<file path="src/core/ecsr_defines.svh">
`ifndef ECSR_DEFINES_SVH
`define ECSR_DEFINES_SVH

// Byte addresses on the AHB-Lite bus
`define ECSR_OFF_CTRL1 12'h000
`define ECSR_OFF_TXSTAT 12'h004
`define ECSR_OFF_STAT 12'h008
`define ECSR_OFF_CHKSUM 12'h00C
`define ECSR_OFF_MACCTL2 12'h010
`define ECSR_OFF_EIR 12'h014
`define ECSR_OFF_EIE 12'h018

// Control register one fields
`define ECSR_B_CIPHER_START 11
`define ECSR_B_CIPHER_OP_HI 10
`define ECSR_B_CIPHER_OP_LO 9
`define ECSR_B_PKT_DEC 8
`define ECSR_B_FC_HI 7
`define ECSR_B_FC_LO 6
`define ECSR_B_DMA_START 5
`define ECSR_B_DMA_COPY 4
`define ECSR_B_DMA_SEED 3
`define ECSR_B_DMA_NOCS 2
`define ECSR_B_TX_REQ 1
`define ECSR_B_RX_EN 0

// Transmit status fields
`define ECSR_B_LATE_COL 10
`define ECSR_B_MAX_COL 9
`define ECSR_B_EXC_DEFER 8
`define ECSR_B_DEFER 7
`define ECSR_B_CRC_BAD 4

// Global status fields, and the global enable bit of the interrupt enable register
`define ECSR_B_INT 15
`define ECSR_B_FC_IDLE 14
`define ECSR_B_RX_ACTIVE 13
`define ECSR_B_CLK_RDY 12
`define ECSR_B_PHY_DPX 10
`define ECSR_B_PHY_LNK 8
`define ECSR_B_GIE 15

// Reset values
`define ECSR_RST_CTRL1 16'h0000
`define ECSR_RST_TXSTAT 16'h0000
`define ECSR_RST_CHKSUM 16'h0000

// Excessive defer limit in bit times
`define ECSR_EXC_DEFER_BITS 24288
`define ECSR_LATE_COL_EXTRA 8

`endif

</file>
<file path="src/core/ecsr_pkg.sv">
package ecsr_pkg;
    typedef enum logic [1:0] {
        ECSR_CIPH_ENC_ECB = 2'h0,
        ECSR_CIPH_ENC_CBC = 2'h1,
        ECSR_CIPH_DEC = 2'h2,
        ECSR_CIPH_RSVD = 2'h3
    } ecsr_cipher_op_t;

    typedef enum logic [1:0] {
        ECSR_FC_IDLE = 2'h0,
        ECSR_FC_SINGLE = 2'h1,
        ECSR_FC_PERIODIC = 2'h2,
        ECSR_FC_END = 2'h3
    } ecsr_fc_op_t;

    typedef enum logic [3:0] {
        ECSR_FS_IDLE = 4'h1,
        ECSR_FS_PAUSE = 4'h2,
        ECSR_FS_PERIOD = 4'h4,
        ECSR_FS_BACKP = 4'h8
    } ecsr_fc_state_t;
endpackage

</file>
<file path="src/core/ecsr_regs.sv">
`timescale 1ns/10ps
`include "ecsr_defines.svh"

module ecsr_regs #(
    parameter int PAUSE_PERIOD = 4096
) (
    input wire logic hclk,
    input wire logic hresetn,
    input wire logic hsel,
    input wire logic [11:0] haddr,
    input wire logic [1:0] htrans,
    input wire logic hwrite,
    input wire logic [2:0] hsize,
    input wire logic [31:0] hwdata,
    input wire logic hready,
    output logic [31:0] hrdata,
    output logic hreadyout,
    output logic hresp,
    output logic cipher_go,
    output ecsr_pkg::ecsr_cipher_op_t cipher_operation_select,
    input wire logic cipher_done,
    output logic dma_go,
    output logic dma_copy_control,
    output logic dma_seed_en,
    output logic [15:0] dma_seed,
    output logic dma_no_checksum,
    input wire logic dma_done,
    input wire logic [15:0] dma_checksum_in,
    output logic tx_go,
    input wire logic tx_done,
    input wire logic tx_late_col,
    input wire logic tx_max_col,
    input wire logic tx_exc_defer,
    input wire logic tx_defer,
    input wire logic tx_crc_bad,
    input wire logic [3:0] tx_col_count,
    output logic receive_enable_bit,
    input wire logic rx_pkt_stored,
    input wire logic receive_active_in,
    input wire logic clocks_ready_in,
    input wire logic phy_duplex_in,
    input wire logic phy_link_in,
    output logic pause_send,
    output logic pause_zero,
    input wire logic pause_done,
    output logic backpressure,
    output logic int_n
);
    import ecsr_pkg::*;

    // Register state
    logic [15:0] ctrl_ff;
    logic [15:0] txstat_ff;
    logic [15:0] chksum_ff;
    logic [15:0] eir_ff;
    logic [15:0] eie_ff;
    logic full_duplex_select_ff;
    logic [7:0] received_packet_count_ff;
    logic [1:0] rxa_s_ff;
    logic [1:0] clk_s_ff;
    logic [1:0] dpx_s_ff;
    logic [1:0] lnk_s_ff;
    ecsr_fc_state_t fc_state_ff;
    logic [15:0] period_cnt_ff;
    logic [11:0] addr_ff;
    logic wr_ff;
    logic rd_ff;
    logic go_cipher_ff;
    logic go_dma_ff;
    logic go_tx_ff;
    logic [15:0] rdval;
    logic int_pend;
    logic dec_req;
    logic flow_control_idle;

    // AHB-Lite address phase capture
    always_ff @(posedge hclk or negedge hresetn) begin
        if (!hresetn) begin
            addr_ff <= 12'h000;
            wr_ff <= 1'b0;
            rd_ff <= 1'b0;
        end else begin
            if (hready) begin
                addr_ff <= haddr;
                wr_ff <= hsel && htrans[1] && hwrite;
                rd_ff <= hsel && htrans[1] && !hwrite;
            end
        end
    end

    // Zero wait states, always OKAY
    assign hreadyout = 1'b1;
    assign hresp = 1'b0;

    // Status synchronisers
    always_ff @(posedge hclk or negedge hresetn) begin
        if (!hresetn) begin
            rxa_s_ff <= 2'h0;
            clk_s_ff <= 2'h0;
            dpx_s_ff <= 2'h0;
            lnk_s_ff <= 2'h0;
        end else begin
            rxa_s_ff <= {rxa_s_ff[0], receive_active_in};
            clk_s_ff <= {clk_s_ff[0], clocks_ready_in};
            dpx_s_ff <= {dpx_s_ff[0], phy_duplex_in};
            lnk_s_ff <= {lnk_s_ff[0], phy_link_in};
        end
    end

    // Control register write in its data phase
    wire wr_ctrl = wr_ff && (addr_ff == `ECSR_OFF_CTRL1);
    // Packet decrement strobe, never stored
    assign dec_req = wr_ctrl && hwdata[`ECSR_B_PKT_DEC];

    // Control register one with hardware clears
    always_ff @(posedge hclk or negedge hresetn) begin
        if (!hresetn) begin
            ctrl_ff <= `ECSR_RST_CTRL1;
        end else begin
            if (wr_ctrl) begin
                ctrl_ff <= hwdata[15:0];
                ctrl_ff[`ECSR_B_PKT_DEC] <= 1'b0;
                if (!flow_control_idle) begin
                    ctrl_ff[`ECSR_B_FC_HI:`ECSR_B_FC_LO] <= ctrl_ff[`ECSR_B_FC_HI:`ECSR_B_FC_LO];
                end
                // A busy start bit keeps its value
                if (ctrl_ff[`ECSR_B_CIPHER_START] && !cipher_done) begin
                    ctrl_ff[`ECSR_B_CIPHER_START] <= 1'b1;
                end
                if (ctrl_ff[`ECSR_B_DMA_START] && !dma_done) begin
                    ctrl_ff[`ECSR_B_DMA_START] <= 1'b1;
                end
                if (ctrl_ff[`ECSR_B_TX_REQ] && !tx_done) begin
                    ctrl_ff[`ECSR_B_TX_REQ] <= 1'b1;
                end
            end
            // Completions come last so that a write never hides them
            if (cipher_done) begin
                ctrl_ff[`ECSR_B_CIPHER_START] <= 1'b0;
            end
            if (dma_done) begin
                ctrl_ff[`ECSR_B_DMA_START] <= 1'b0;
            end
            if (tx_done) begin
                ctrl_ff[`ECSR_B_TX_REQ] <= 1'b0;
            end
            // Codes 11 and 01 both have the low bit set and clear themselves on pause_done in full duplex
            if (pause_done && full_duplex_select_ff && ctrl_ff[`ECSR_B_FC_LO]) begin
                ctrl_ff[`ECSR_B_FC_HI:`ECSR_B_FC_LO] <= 2'h0;
            end
        end
    end

    // Start pulses on rising start bits
    always_ff @(posedge hclk or negedge hresetn) begin
        if (!hresetn) begin
            go_cipher_ff <= 1'b0;
            go_dma_ff <= 1'b0;
            go_tx_ff <= 1'b0;
        end else begin
            go_cipher_ff <= wr_ctrl && hwdata[`ECSR_B_CIPHER_START] && !ctrl_ff[`ECSR_B_CIPHER_START];
            go_dma_ff <= wr_ctrl && hwdata[`ECSR_B_DMA_START] && !ctrl_ff[`ECSR_B_DMA_START];
            go_tx_ff <= wr_ctrl && hwdata[`ECSR_B_TX_REQ] && !ctrl_ff[`ECSR_B_TX_REQ];
        end
    end

    // Engine controls from the control register
    assign cipher_go = go_cipher_ff;
    assign cipher_operation_select =
        ecsr_cipher_op_t'(ctrl_ff[`ECSR_B_CIPHER_OP_HI:`ECSR_B_CIPHER_OP_LO]);
    assign dma_go = go_dma_ff;
    assign dma_copy_control = ctrl_ff[`ECSR_B_DMA_COPY];
    assign dma_seed_en = ctrl_ff[`ECSR_B_DMA_SEED];
    assign dma_seed = ctrl_ff[`ECSR_B_DMA_SEED] ? ~chksum_ff : 16'h0000;
    assign dma_no_checksum = ctrl_ff[`ECSR_B_DMA_NOCS];
    assign tx_go = go_tx_ff;
    assign receive_enable_bit = ctrl_ff[`ECSR_B_RX_EN];

    // Checksum register, mac control two, interrupt registers
    always_ff @(posedge hclk or negedge hresetn) begin
        if (!hresetn) begin
            chksum_ff <= `ECSR_RST_CHKSUM;
            full_duplex_select_ff <= 1'b0;
            eir_ff <= 16'h0000;
            eie_ff <= 16'h0000;
        end else begin
            if (dma_done && !ctrl_ff[`ECSR_B_DMA_NOCS]) begin
                chksum_ff <= dma_checksum_in;
            end else if (wr_ff && addr_ff == `ECSR_OFF_CHKSUM) begin
                chksum_ff <= hwdata[15:0];
            end
            if (wr_ff && addr_ff == `ECSR_OFF_MACCTL2 && flow_control_idle) begin
                full_duplex_select_ff <= hwdata[0];
            end
            if (wr_ff && addr_ff == `ECSR_OFF_EIR) begin
                eir_ff <= hwdata[15:0];
            end
            if (wr_ff && addr_ff == `ECSR_OFF_EIE) begin
                eie_ff <= hwdata[15:0];
            end
        end
    end

    // Transmit status captured at end of each frame
    always_ff @(posedge hclk or negedge hresetn) begin
        if (!hresetn) begin
            txstat_ff <= `ECSR_RST_TXSTAT;
        end else begin
            if (tx_done) begin
                txstat_ff <= 16'h0000;
                txstat_ff[`ECSR_B_LATE_COL] <= tx_late_col && !full_duplex_select_ff;
                txstat_ff[`ECSR_B_MAX_COL] <= tx_max_col && !full_duplex_select_ff;
                txstat_ff[`ECSR_B_EXC_DEFER] <= tx_exc_defer && !full_duplex_select_ff;
                txstat_ff[`ECSR_B_DEFER] <= tx_defer && !tx_exc_defer &&
                    !full_duplex_select_ff;
                txstat_ff[`ECSR_B_CRC_BAD] <= tx_crc_bad;
                txstat_ff[3:0] <= full_duplex_select_ff ? 4'h0 : tx_col_count;
            end
        end
    end

    // Packet counter, increment and decrement together cancel
    always_ff @(posedge hclk or negedge hresetn) begin
        if (!hresetn) begin
            received_packet_count_ff <= 8'h00;
        end else begin
            if (rx_pkt_stored && !dec_req) begin
                received_packet_count_ff <= received_packet_count_ff + 8'h01;
            end else if (dec_req && !rx_pkt_stored) begin
                received_packet_count_ff <= received_packet_count_ff - 8'h01;
            end
        end
    end

    // Flow control state machine
    wire [1:0] fc_op = ctrl_ff[`ECSR_B_FC_HI:`ECSR_B_FC_LO];
    always_ff @(posedge hclk or negedge hresetn) begin
        if (!hresetn) begin
            fc_state_ff <= ECSR_FS_IDLE;
            period_cnt_ff <= 16'h0000;
        end else begin
            case (fc_state_ff)
                ECSR_FS_IDLE: begin
                    period_cnt_ff <= 16'h0000;
                    if (!full_duplex_select_ff && fc_op != 2'h0) begin
                        fc_state_ff <= ECSR_FS_BACKP;
                    end else if (full_duplex_select_ff && fc_op != 2'h0) begin
                        fc_state_ff <= ECSR_FS_PAUSE;
                    end
                end
                ECSR_FS_PAUSE: begin
                    if (pause_done) begin
                        fc_state_ff <= (fc_op == ECSR_FC_PERIODIC) ? ECSR_FS_PERIOD : ECSR_FS_IDLE;
                    end
                end
                ECSR_FS_PERIOD: begin
                    period_cnt_ff <= period_cnt_ff + 16'h0001;
                    if (fc_op != ECSR_FC_PERIODIC) begin
                        fc_state_ff <= (fc_op == 2'h0) ? ECSR_FS_IDLE : ECSR_FS_PAUSE;
                    end else if (period_cnt_ff == 16'(PAUSE_PERIOD - 1)) begin
                        period_cnt_ff <= 16'h0000;
                        fc_state_ff <= ECSR_FS_PAUSE;
                    end
                end
                ECSR_FS_BACKP: begin
                    if (fc_op == 2'h0) begin
                        fc_state_ff <= ECSR_FS_IDLE;
                    end
                end
                default: begin
                    fc_state_ff <= ECSR_FS_IDLE;
                end
            endcase
        end
    end

    // Busy while a nonzero flow control code waits in idle or a pause frame is going out
    always_comb begin
        case (fc_state_ff)
            ECSR_FS_IDLE: flow_control_idle = (fc_op == 2'h0);
            ECSR_FS_PAUSE: flow_control_idle = 1'b0;
            ECSR_FS_PERIOD: flow_control_idle = 1'b1;
            ECSR_FS_BACKP: flow_control_idle = 1'b1;
            default: flow_control_idle = 1'b0;
        endcase
    end

    // Flow control outputs
    assign pause_send = (fc_state_ff == ECSR_FS_PAUSE);
    assign pause_zero = (fc_op == ECSR_FC_END);
    assign backpressure = (fc_state_ff == ECSR_FS_BACKP);

    // Interrupt pending and pin
    assign int_pend = |(eir_ff & eie_ff & 16'h7FFF);
    assign int_n = !(int_pend && eie_ff[`ECSR_B_GIE]);

    // Read mux
    always_comb begin
        rdval = 16'h0000;
        case (addr_ff)
            `ECSR_OFF_CTRL1: rdval = ctrl_ff;
            `ECSR_OFF_TXSTAT: rdval = txstat_ff;
            `ECSR_OFF_STAT: begin
                rdval[`ECSR_B_INT] = int_pend;
                rdval[`ECSR_B_FC_IDLE] = flow_control_idle;
                rdval[`ECSR_B_RX_ACTIVE] = rxa_s_ff[1];
                rdval[`ECSR_B_CLK_RDY] = clk_s_ff[1];
                rdval[`ECSR_B_PHY_DPX] = dpx_s_ff[1];
                rdval[`ECSR_B_PHY_LNK] = lnk_s_ff[1];
                rdval[7:0] = received_packet_count_ff;
            end
            `ECSR_OFF_CHKSUM: rdval = chksum_ff;
            `ECSR_OFF_MACCTL2: rdval = {15'h0000, full_duplex_select_ff};
            `ECSR_OFF_EIR: rdval = eir_ff;
            `ECSR_OFF_EIE: rdval = eie_ff;
            default: rdval = 16'h0000;
        endcase
    end

    // Read data shows only in the data phase of a read
    assign hrdata = rd_ff ? {16'h0000, rdval} : 32'h00000000;
endmodule // ecsr_regs

</file>
<file path="config.mk">
export PLATFORM = sky130hd
export DESIGN_NAME = ecsr_regs
export DESIGN_NICKNAME = d
export VERILOG_FILES = /design/src/core/ecsr_pkg.sv /design/src/core/ecsr_regs.sv
export VERILOG_INCLUDE_DIRS = /design/src /design/src/core
export SDC_FILE = /design/constraint.sdc
export NUM_CORES = 1
export LEC_CHECK = 0
export ABC_AREA = 1
export BUFFER_PORTS_ARGS = -buffer_cell sky130_fd_sc_hd__buf_2
export CORE_MARGIN = 2
export CORE_UTILIZATION = 50
export CTS_CLUSTER_SIZE = 30
export DETAILED_ROUTE_END_ITERATION = 6
export GPL_ROUTABILITY_DRIVEN = 0
export PLACE_DENSITY = 0.76
export SLEW_MARGIN = 20
export SYNTH_ARGS = -nofsm -noshare
export SYNTH_HDL_FRONTEND = slang
export SYNTH_SLANG_ARGS = --single-unit
</file>
<file path="constraint.sdc">
create_clock -name hclk -period 2.4 [get_ports hclk]
set_input_delay 0.12 -clock hclk [delete_from_list [all_inputs] [get_ports hclk]]
set_output_delay 0.12 -clock hclk [all_outputs]
set_load 0.01 [all_outputs]
</file>
---- After elaboration in Yosys (flattened, before gate mapping) ----
Cells that the tools add are included.
cells by class
  bitwise logic cells ..................... 2
  equal/unequal tests ..................... 18
  muxes and demuxes ....................... 34
  add/sub/neg operators ................... 3
  reductions and logical operators ........ 60
operator list
  kind                                                                     number
  16-bit 2-to-1 mux                                                        6
  9-bit one-hot mux with 7 select lines                                    1
  12-bit by 5-bit equality test with 1-bit output, second input constant   3
  1-bit logical AND                                                        32
  16-bit one-hot mux with 2 select lines                                   1
  4-bit 2-to-1 mux                                                         7
  12-bit by 4-bit equality test with 1-bit output, second input constant   2
  4-bit one-hot mux with 5 select lines                                    1
  2-bit nonzero test                                                       9
  16-bit by 1-bit adder with 16-bit output, second input constant          1
  16-bit by 12-bit equality test with 1-bit output, second input constant  1
  8-bit 2-to-1 mux                                                         2
  16-bit NOT                                                               1
  4-bit one-hot mux with 4 select lines                                    1
  15-bit bitwise AND                                                       1
  15-bit OR reduction                                                      1
  1-bit zero test                                                          13
  12-bit by 3-bit equality test with 1-bit output, second input constant   1
  12-bit zero test                                                         1
  12-bit 2-to-1 mux                                                        1
  8-bit by 1-bit adder with 8-bit output, second input constant            1
  8-bit by 1-bit subtractor with 8-bit output, second input constant       1
  1-bit 2-to-1 mux                                                         6
  2-bit 2-to-1 mux                                                         3
  17 further kinds                                                         20
storage, ports and cells
  word-level logic and storage cells ...... 140
  input bits .............................. 88
  register bits after elaboration ......... 126

---- Logic depth before layout (Yosys ltp) ----
Gate-level depths: netlist (run 1).
  depth in word-level cells ............... 6
  gate-level depth with buffers ........... 18
  gate-level depth less buffers ........... 17

---- Worst setup path after synthesis (run 1) ----
No wires, ideal clock.
  path kind ............................... register to register
  start point ............................. register addr_ff[7]
  end point ............................... register received_packet_count_ff[7]
  data required time ...................... 2.283 ns
  data arrival time ....................... 2.363 ns
  period minus slack after synthesis ...... 2.480 ns
  slack ................................... -0.080 ns
  setup time .............................. 0.117 ns
  stages on the path, launching flop included .. 18
  path through ............................ dfrtp_1 nor2_1 nand2_2 nor2_8 nand2_2 nor2_4 buf_4 nand2_1 ha_1 inv_1 ha_1 a21oi_1 o21a_1 nand2_1 nand2_1 nand2_1 nand2_1 nand2_1
on the way
  longest elaborated chain between the ends .. 6
  elaborated cells between the ends (all ways) .. 8
  classes of those cells .................. mux: 1; reduce/logical: 7
ends and longest elaborated chain
  what                                                           line              source
  from (decl)                                                    ecsr_regs.sv:65   logic [11:0] addr_ff;
  from (signal assigned)                                         ecsr_regs.sv:84   addr_ff <= haddr;
  12-bit zero test *                                             --
  1-bit logical AND *                                            ecsr_regs.sv:111  wire wr_ctrl = wr_ff && (addr_ff == `ECSR_OFF_CTRL1);
  1-bit logical AND *                                            ecsr_regs.sv:113  assign dec_req = wr_ctrl && hwdata[`ECSR_B_PKT_DEC];
  1-bit zero test                                                ecsr_regs.sv:227  if (rx_pkt_stored && !dec_req) begin
  1-bit logical AND                                              ecsr_regs.sv:227
  8-bit 2-to-1 mux / 2-bit nonzero test (equally long branches)  --
  to (signal assigned)                                           ecsr_regs.sv:228  received_packet_count_ff <= received_packet_count_ff + 8'h01;
  to (signal assigned)                                           ecsr_regs.sv:230  received_packet_count_ff <= received_packet_count_ff - 8'h01;
  to (decl)                                                      ecsr_regs.sv:58   logic [7:0] received_packet_count_ff;
Every way passes the cells marked *; elsewhere a longest branch is shown, timed or not.
A chain may end at the register's enable or synchronous reset.

---- Final worst setup path (run 1) ----
  start point ............................. register addr_ff[6]
  end point ............................... register received_packet_count_ff[6]
The elaborated chain is that of the path after synthesis.

==> flow_summary.toml, run 1 <==
[outcome]
status = "finished, violations left"
violations = "setup timing"

[timing]
setup_viol = 1
period_needed_ns = 2.40
timing.final.max_slew_violations = 0
slew_headroom_pct = 52.4
setup_slack_ns = -0.00422
rsz0062_at_grt = "true"
finalCritPeriodShare_pct = 100
final_hold_viol_count = 0
clock.fmax_mhz = 416
fin_worst_skew_ns = 0.00807
worst_pin_slew_ns = 0.712

[yosys]
netlist_area_um2 = 6950
yosysUniqueCellTypes = 38
yosys_warnings = 0
syn_area_per_cell_um2 = 7.33
synth.top_cells.by_count = "268 x nand2_1, 125 x dfrtp_1, 114 x nor2_1"
yosys.area.top_type = "dfrtp_1"
yosysSeqAreaShare_pct = 45.4
ys_dominant_reg_cell = "dfrtp_1"
synth_top_area_share_pct = 45.0
synthArstFlopShare_pct = 100
synth-seq-cells = 126
ys_top_cells_by_area = "dfrtp_1 45%, nand2_1 14%, nand3_1 6.6%"
syn_inst = 949
synth_edf_count = 0
synth.most_common_cell = "nand2_1"

[route]
vias = 6917
drt_pass1_iterations = 6
viasPerCell = 5.27
drc = 0
ant_nets = 0
wirelength_um = 20200
first_iter_violations = 731
wl_per_cell_um = 15.4

[floorplan]
die_w_um = 122
die_area_um2 = 14900
core-area_um2 = 13700
io_pins = 151
initial_core_util_pct = 50.7
rows = 43
fp.dieH_um = 122

[final_layout]
nets = 1216
fin_area_um2 = 8990
drive_gt1_share_pct = 18.8
fill_cells = 1199
antenna_cells = 0
areaGrowthSynthToFinish_pct = 29.3

[worst_setup_path]
worst_path_largest_cell_delay_ns = 0.38
critPathKind = "register to register"
critPathMaxFanout = 7
critPathSlowestCell = "dfrtp_1"
end_kind = "register"
worstPathArrival_ns = 2.73
cp.required_ns = 2.72
critical_path.cell_chain = "nor2_2 > nand2_2 > nor2_8 > nand2_4 > nor2_4 > nand2_2 > ha_4 > inv_8 > ha_4 > a21oi_1 > nand3_1 > nor2_1 > nand3b_1 > nand2_1"
critPathLaunchType = "register"

[run]
max-cap-violations = 0

[global_route]
grt_start_max_net_pins = 45
global_route.overflow_total = 0
antenna_found_initial = 0
track_usage_pct = 27.7
grt_pass1_wl_um = 31500
grt_pass1_vias = 6309

[cts]
cts_sinks = 126
cts_tree = "built"
clockBufferDepth = 2
path_clk_slew_ns = 0.06
clk_latency_ns = 0.43
cts_made_buffers = 17
cts_root_buf = "clkbuf_16"
htreeDepth = 4

[placed_design]
port_buffers = 112
place_ws_ns = 0.0130
place_hpwl_um = 13700
place_area_um2 = 7670

[power_and_ir_drop]
power.density_nw_per_um2 = 713
finalPower_uw = 6410
leakagePower_uw = 0.00462
peakVddDrop_mv = 0.523

[min_path]
min-delay-path-class = "primary input to register"
==> cell type report <==
| class | count | area, µm² | share of cell area (%) |
|---|---|---|---|
| Timing Repair Buffer | 188 | 1290 | 14.4 |
| Tap cell | 180 | 225 | 2.50 |
| Clock buffer | 22 | 464 | 5.16 |
| Inverter | 101 | 393 | 4.37 |
| Sequential cell | 126 | 3150 | 35.1 |
| Multi-Input combinational cell | 685 | 3300 | 36.7 |
| Clock inverter | 10 | 160 | 1.78 |
==> layout by cell type (no fill, tap or decap), types with 2 or more instances in the layout <==
cell type	Yosys	routed
xnor2_1	4	4
ha_1	8	2
dfrtp_1	125	125
bufinv_16	0	4
nand3_1	92	91
clkbuf_8	0	2
o21ai_0	69	66
mux2_2	4	4
clkinv_2	0	3
clkbuf_16	0	17
nor2_2	2	3
o21ai_1	33	36
xor2_1	6	6
buf_2	14	111
o21bai_1	2	2
a21oi_2	0	4
dlygate4sd3_1	0	47
ha_4	0	6
nor2_4	2	6
buf_12	0	2
nand4_1	11	11
a21oi_1	31	27
buf_6	1	2
conb_1	2	18
nand2_2	3	7
clkinv_1	2	2
clkinvlp_4	0	2
nor2_1	114	109
clkbuf_1	11	3
inv_1	95	92
o22ai_1	6	6
inv_2	4	4
nand2_1	268	263
nand2_4	1	2
nor3_1	2	2
buf_4	26	25
==> registers in the layout (all words and copies together) (netlist names) <==
| register | cells |
|---|---|
| ctrl_ff | 15 |
| cipher_go | 1 |
| fc_state_ff | 4 |
| chksum_ff | 16 |
| clk_s_ff | 2 |
| received_packet_count_ff | 8 |
| eie_ff | 16 |
| tx_go | 1 |
| wr_ff | 1 |
| period_cnt_ff | 16 |
| rxa_s_ff | 2 |
| addr_ff | 12 |
| dpx_s_ff | 2 |
| dma_go | 1 |
| txstat_ff | 9 |
| lnk_s_ff | 2 |
| eir_ff | 16 |
| rd_ff | 1 |
| full_duplex_select_ff | 1 |
==> worst paths after layout <==
| check | start | end | slack (ns) | cells after the start |
|---|---|---|---|---|
| max | addr_ff[6] | received_packet_count_ff[6] | -0.004 | 14 |
| min | hwdata[4] | eie_ff[4] | 0.007 | 3 |
| max reg2reg | addr_ff[6] | received_packet_count_ff[6] | -0.004 | 14 |
| min reg2reg | clk_s_ff[0] | clk_s_ff[1] | 0.35 | 0 |
| max in group asynchronous | hresetn | eir_ff[6] | 1.38 | 3 |
| min in group asynchronous | hresetn | lnk_s_ff[0] | 0.24 | 2 |
==> cell families after synthesis <==
family / Yosys count / synth area share, %
other: 2 / 0.108
multiplexers: 4 / 0.648
XOR/XNOR: 10 / 1.26
buffers and inverters: 154 / 10.1
adder cells (fa/ha/maj): 9 / 1.73
AO/OA/AOI/OAI: 147 / 11.1
AND/OR/NAND/NOR: 497 / 29.7
flip-flops: 126 / 45.4
==> per-stage QoR <==
step / util (%) / TNS [ns] / instances / hold slack [ns]
after floorplan: - / 0 / 965 / -0.176
after global placement: 55.9 / 0 / 1227 / 0.158
after detailed placement: 55.9 / 0 / 1227 / 0.157
after CTS: 64.2 / 0 / 1308 / 0.00270
after global routing: 65.5 / -0.719 / 1312 / 0.0257
final: 65.5 / -0.00422 / 1312 / 0.00706
==> where the power goes <==
part	internal [µW]	switching [µW]	total [µW]
clock network	1790	962	2750
logic	514	711	1220
registers	2280	157	2440
==> critical path: cells and delay by family (launching register included) <==
kind | cells | cell delay (ns)
buffers and inverters | 1 | 0.10
DFF | 1 | 0.38
AOI/OAI and AO/OA | 1 | 0.23
and+or+nand+nor | 10 | 1.15
adders and majority gates | 2 | 0.41
==> metal layers <==
| layer | track usage [%] | vias up | routed length [µm] |
|---|---|---|---|
| met2 | 43.2 | 323 | 9240 |
| met5 | 0 | - | 0 |
| met1 | 39.5 | 3221 | 9010 |
| met4 | 8.55 | 0 | 317 |
| li1 | - | 3348 | - |
| met3 | 5.06 | 25 | 1640 |
==> repair_timing <==
item,CTS,global route
setup endpoints to repair,15,21
hold endpoints to repair,84,0
setup buffers,2,4
gates resized for setup,10,34
hold buffers,47,0
pin swaps,1,12
Note: power is estimated with default switching activity, not from simulation.
==> run 2, diff against run 1 <==
--- a/config.mk
+++ b/config.mk
@@ -13,6 +13,7 @@
 export CTS_CLUSTER_SIZE = 30
 export DETAILED_ROUTE_END_ITERATION = 6
 export GPL_ROUTABILITY_DRIVEN = 0
+export GPL_TIMING_DRIVEN = 0
 export PLACE_DENSITY = 0.76
 export SLEW_MARGIN = 20
 export SYNTH_ARGS = -nofsm -noshare
==> run 2 against run 1 <==
Against the previous run: critical path type is now register to primary output; cell count up 1.9%; via count up 2.3%; setup slack better by 0.038 ns; the run now ends clean; combinational power up 7%; count of clock-buffer cells in the layout unchanged; maximum frequency up 1.6%; highest routed layer unchanged; clock skew up 0.00065 ns.
==> flow_summary.toml, run 2 (synthesis gave the netlist of run 1 again) <==
[route]
ant_nets = 0
first_iter_violations = 919
wl_per_cell_um = 15.4
vias = 7076
drc = 0
drt_pass1_iterations = 5
wirelength_um = 20600
viasPerCell = 5.29

[cts]
cts_tree = "built"
cts_root_buf = "clkbuf_16"
htreeDepth = 4
clk_latency_ns = 0.42
clockBufferDepth = 2
path_clk_slew_ns = 0.06
cts_made_buffers = 17
cts_sinks = 126

[floorplan]
initial_core_util_pct = 50.7
io_pins = 151
die_area_um2 = 14900
core-area_um2 = 13700
rows = 43
fp.dieH_um = 122
die_w_um = 122

[power_and_ir_drop]
power_switching_share_pct = 28.8
power.share.sequential_pct = 38.5
combPwrFrac_pct = 20.4
leakagePower_uw = 0.00473
intPower_uw = 4520
p_clk_share_pct = 41.0
p_sw_uw = 1830
peakVddDrop_mv = 0.469
power.density_nw_per_um2 = 695

[final_layout]
drive_gt1_share_pct = 21.1
antenna_cells = 0
fill_cells = 1147
nets = 1244
final_core_util_pct = 66.6
layout_commonest_cell = "nand2_1"
areaGrowthSynthToFinish_pct = 31.4
fin_area_um2 = 9140
final_cell_mix = "261 x nand2_1, 125 x dfrtp_1, 119 x buf_2"

[placed_design]
place_hpwl_um = 14100
place_area_um2 = 7830
place_ws_ns = -0.478
port_buffers = 110

[timing]
fin_worst_skew_ns = 0.00872
final_hold_viol_count = 0
setup_slack_ns = 0.0336
setup_viol = 0
tns_ns = 0
worst_pin_slew_ns = 0.566
finalCritPeriodShare_pct = 98.6
slew_headroom_pct = 62.1
timing.final.max_slew_violations = 0
period_needed_ns = 2.37
clock.fmax_mhz = 423

[global_route]
global_route.overflow_total = 0
grt_start_max_net_pins = 85
antenna_found_initial = 0
track_usage_pct = 28.4
grt_pass1_vias = 6494
grt_pass1_wl_um = 32500

[worst_setup_path]
critPathKind = "register to primary output"
r2r_slack_ns = 0.11
worst-r2r-cell-count = 17
cp.required_ns = 2.28
worstPathArrival_ns = 2.25
critical_path_depth = 12
critical_path.cell_chain = "inv_1 > nand2_4 > nor2_4 > buf_4 > clkbuf_4 > nand3_1 > nand2_1 > inv_1 > nand2_1 > nor2_1 > nor2_1 > buf_2"
crit_family = "simple AND/OR/NAND/NOR gates"
critPathLaunchType = "register"
critPathMaxFanout = 10
critPathSlowestCell = "dfrtp_1"
critPathBufInv = 5
worst_path_largest_cell_delay_ns = 0.40
end_kind = "primary output"

[min_path]
min-delay-path-class = "primary input to register"
hold_depth = 3

[outcome]
status = "completed"

[run]
max-cap-violations = 0
## run 2: area by class of cell
class,count,area [µm²],area share [%]
plain buffers,51,333,3.64
clock buffers,22,474,5.19
clock inverters,7,113,1.23
inverters,101,394,4.31
multi-input cells,685,3340,36.6
flip-flops and latches,126,3150,34.5
well taps,180,225,2.47
repair buffers,165,1100,12.1
## run 2: worst reg2reg max path: stages, from the launching register on
cell      delay (ns)
dfrtp_1         0.40
inv_1           0.12
nand2_4         0.09
nor2_4          0.15
nand2_4         0.08
nor2_4          0.15
nand2_2         0.09
ha_4            0.19
clkinv_8        0.08
ha_1            0.25
nand3_2         0.09
nand3_2         0.12
nand2_2         0.10
nand2_1         0.05
nand2_1         0.06
nand2_1         0.05
nand2_1         0.05
nand2_1         0.05
## run 2: final timing paths
| path | from | end |
|---|---|---|
| min in group asynchronous | hresetn | received_packet_count_ff[6] |
| worst min-delay path | tx_exc_defer | txstat_ff[8] |
| worst max-delay path | addr_ff[0] | hrdata[0] |
| max in group asynchronous | hresetn | ctrl_ff[5] |
| worst min register to register | dpx_s_ff[0] | dpx_s_ff[1] |
| worst max register to register | addr_ff[0] | received_packet_count_ff[7] |
## run 2: per-layer routing
metal / part of all wire [%] / global-route usage [%] / vias up
met5: 0 / 0 / -
met4: 2.2 / 9.48 / 0
met3: 8.9 / 5.99 / 40
met2: 44 / 43.4 / 379
met1: 45 / 40.5 / 3260
li1: - / - / 3397
## run 2: power by group through the flow
stage | Sequential (µW) | Clock (µW) | Combinational (µW)
2_1_floorplan | 2400 | 0 | 711
3_3_place_gp | 2450 | 0 | 970
3_5_place_dp | 2450 | 0 | 1010
4_1_cts | 2440 | 2610 | 1170
5_1_grt | 2460 | 2720 | 1430
6_report | 2450 | 2610 | 1300
## run 2: timing repair
| action | 4_1_cts | 5_1_grt |
|---|---|---|
| gates resized for setup | 28 | 32 |
| pin swaps | 7 | 17 |
| setup endpoints to repair | 21 | 23 |
| hold buffers | 43 | 0 |
| hold endpoints to repair | 79 | 0 |
| setup buffers | 7 | 4 |
## run 2: metrics by stage
stage | hold WS (ns) | instances | power (µW)
2_1_floorplan | -0.176 | 965 | 3110
3_5_place_dp | 0.0303 | 1256 | 3460
3_3_place_gp | 0.229 | 1255 | 3420
5_1_grt | 0.0159 | 1337 | 6610
6_report | 0.00960 | 1337 | 6350
4_1_cts | 0.00131 | 1335 | 6220
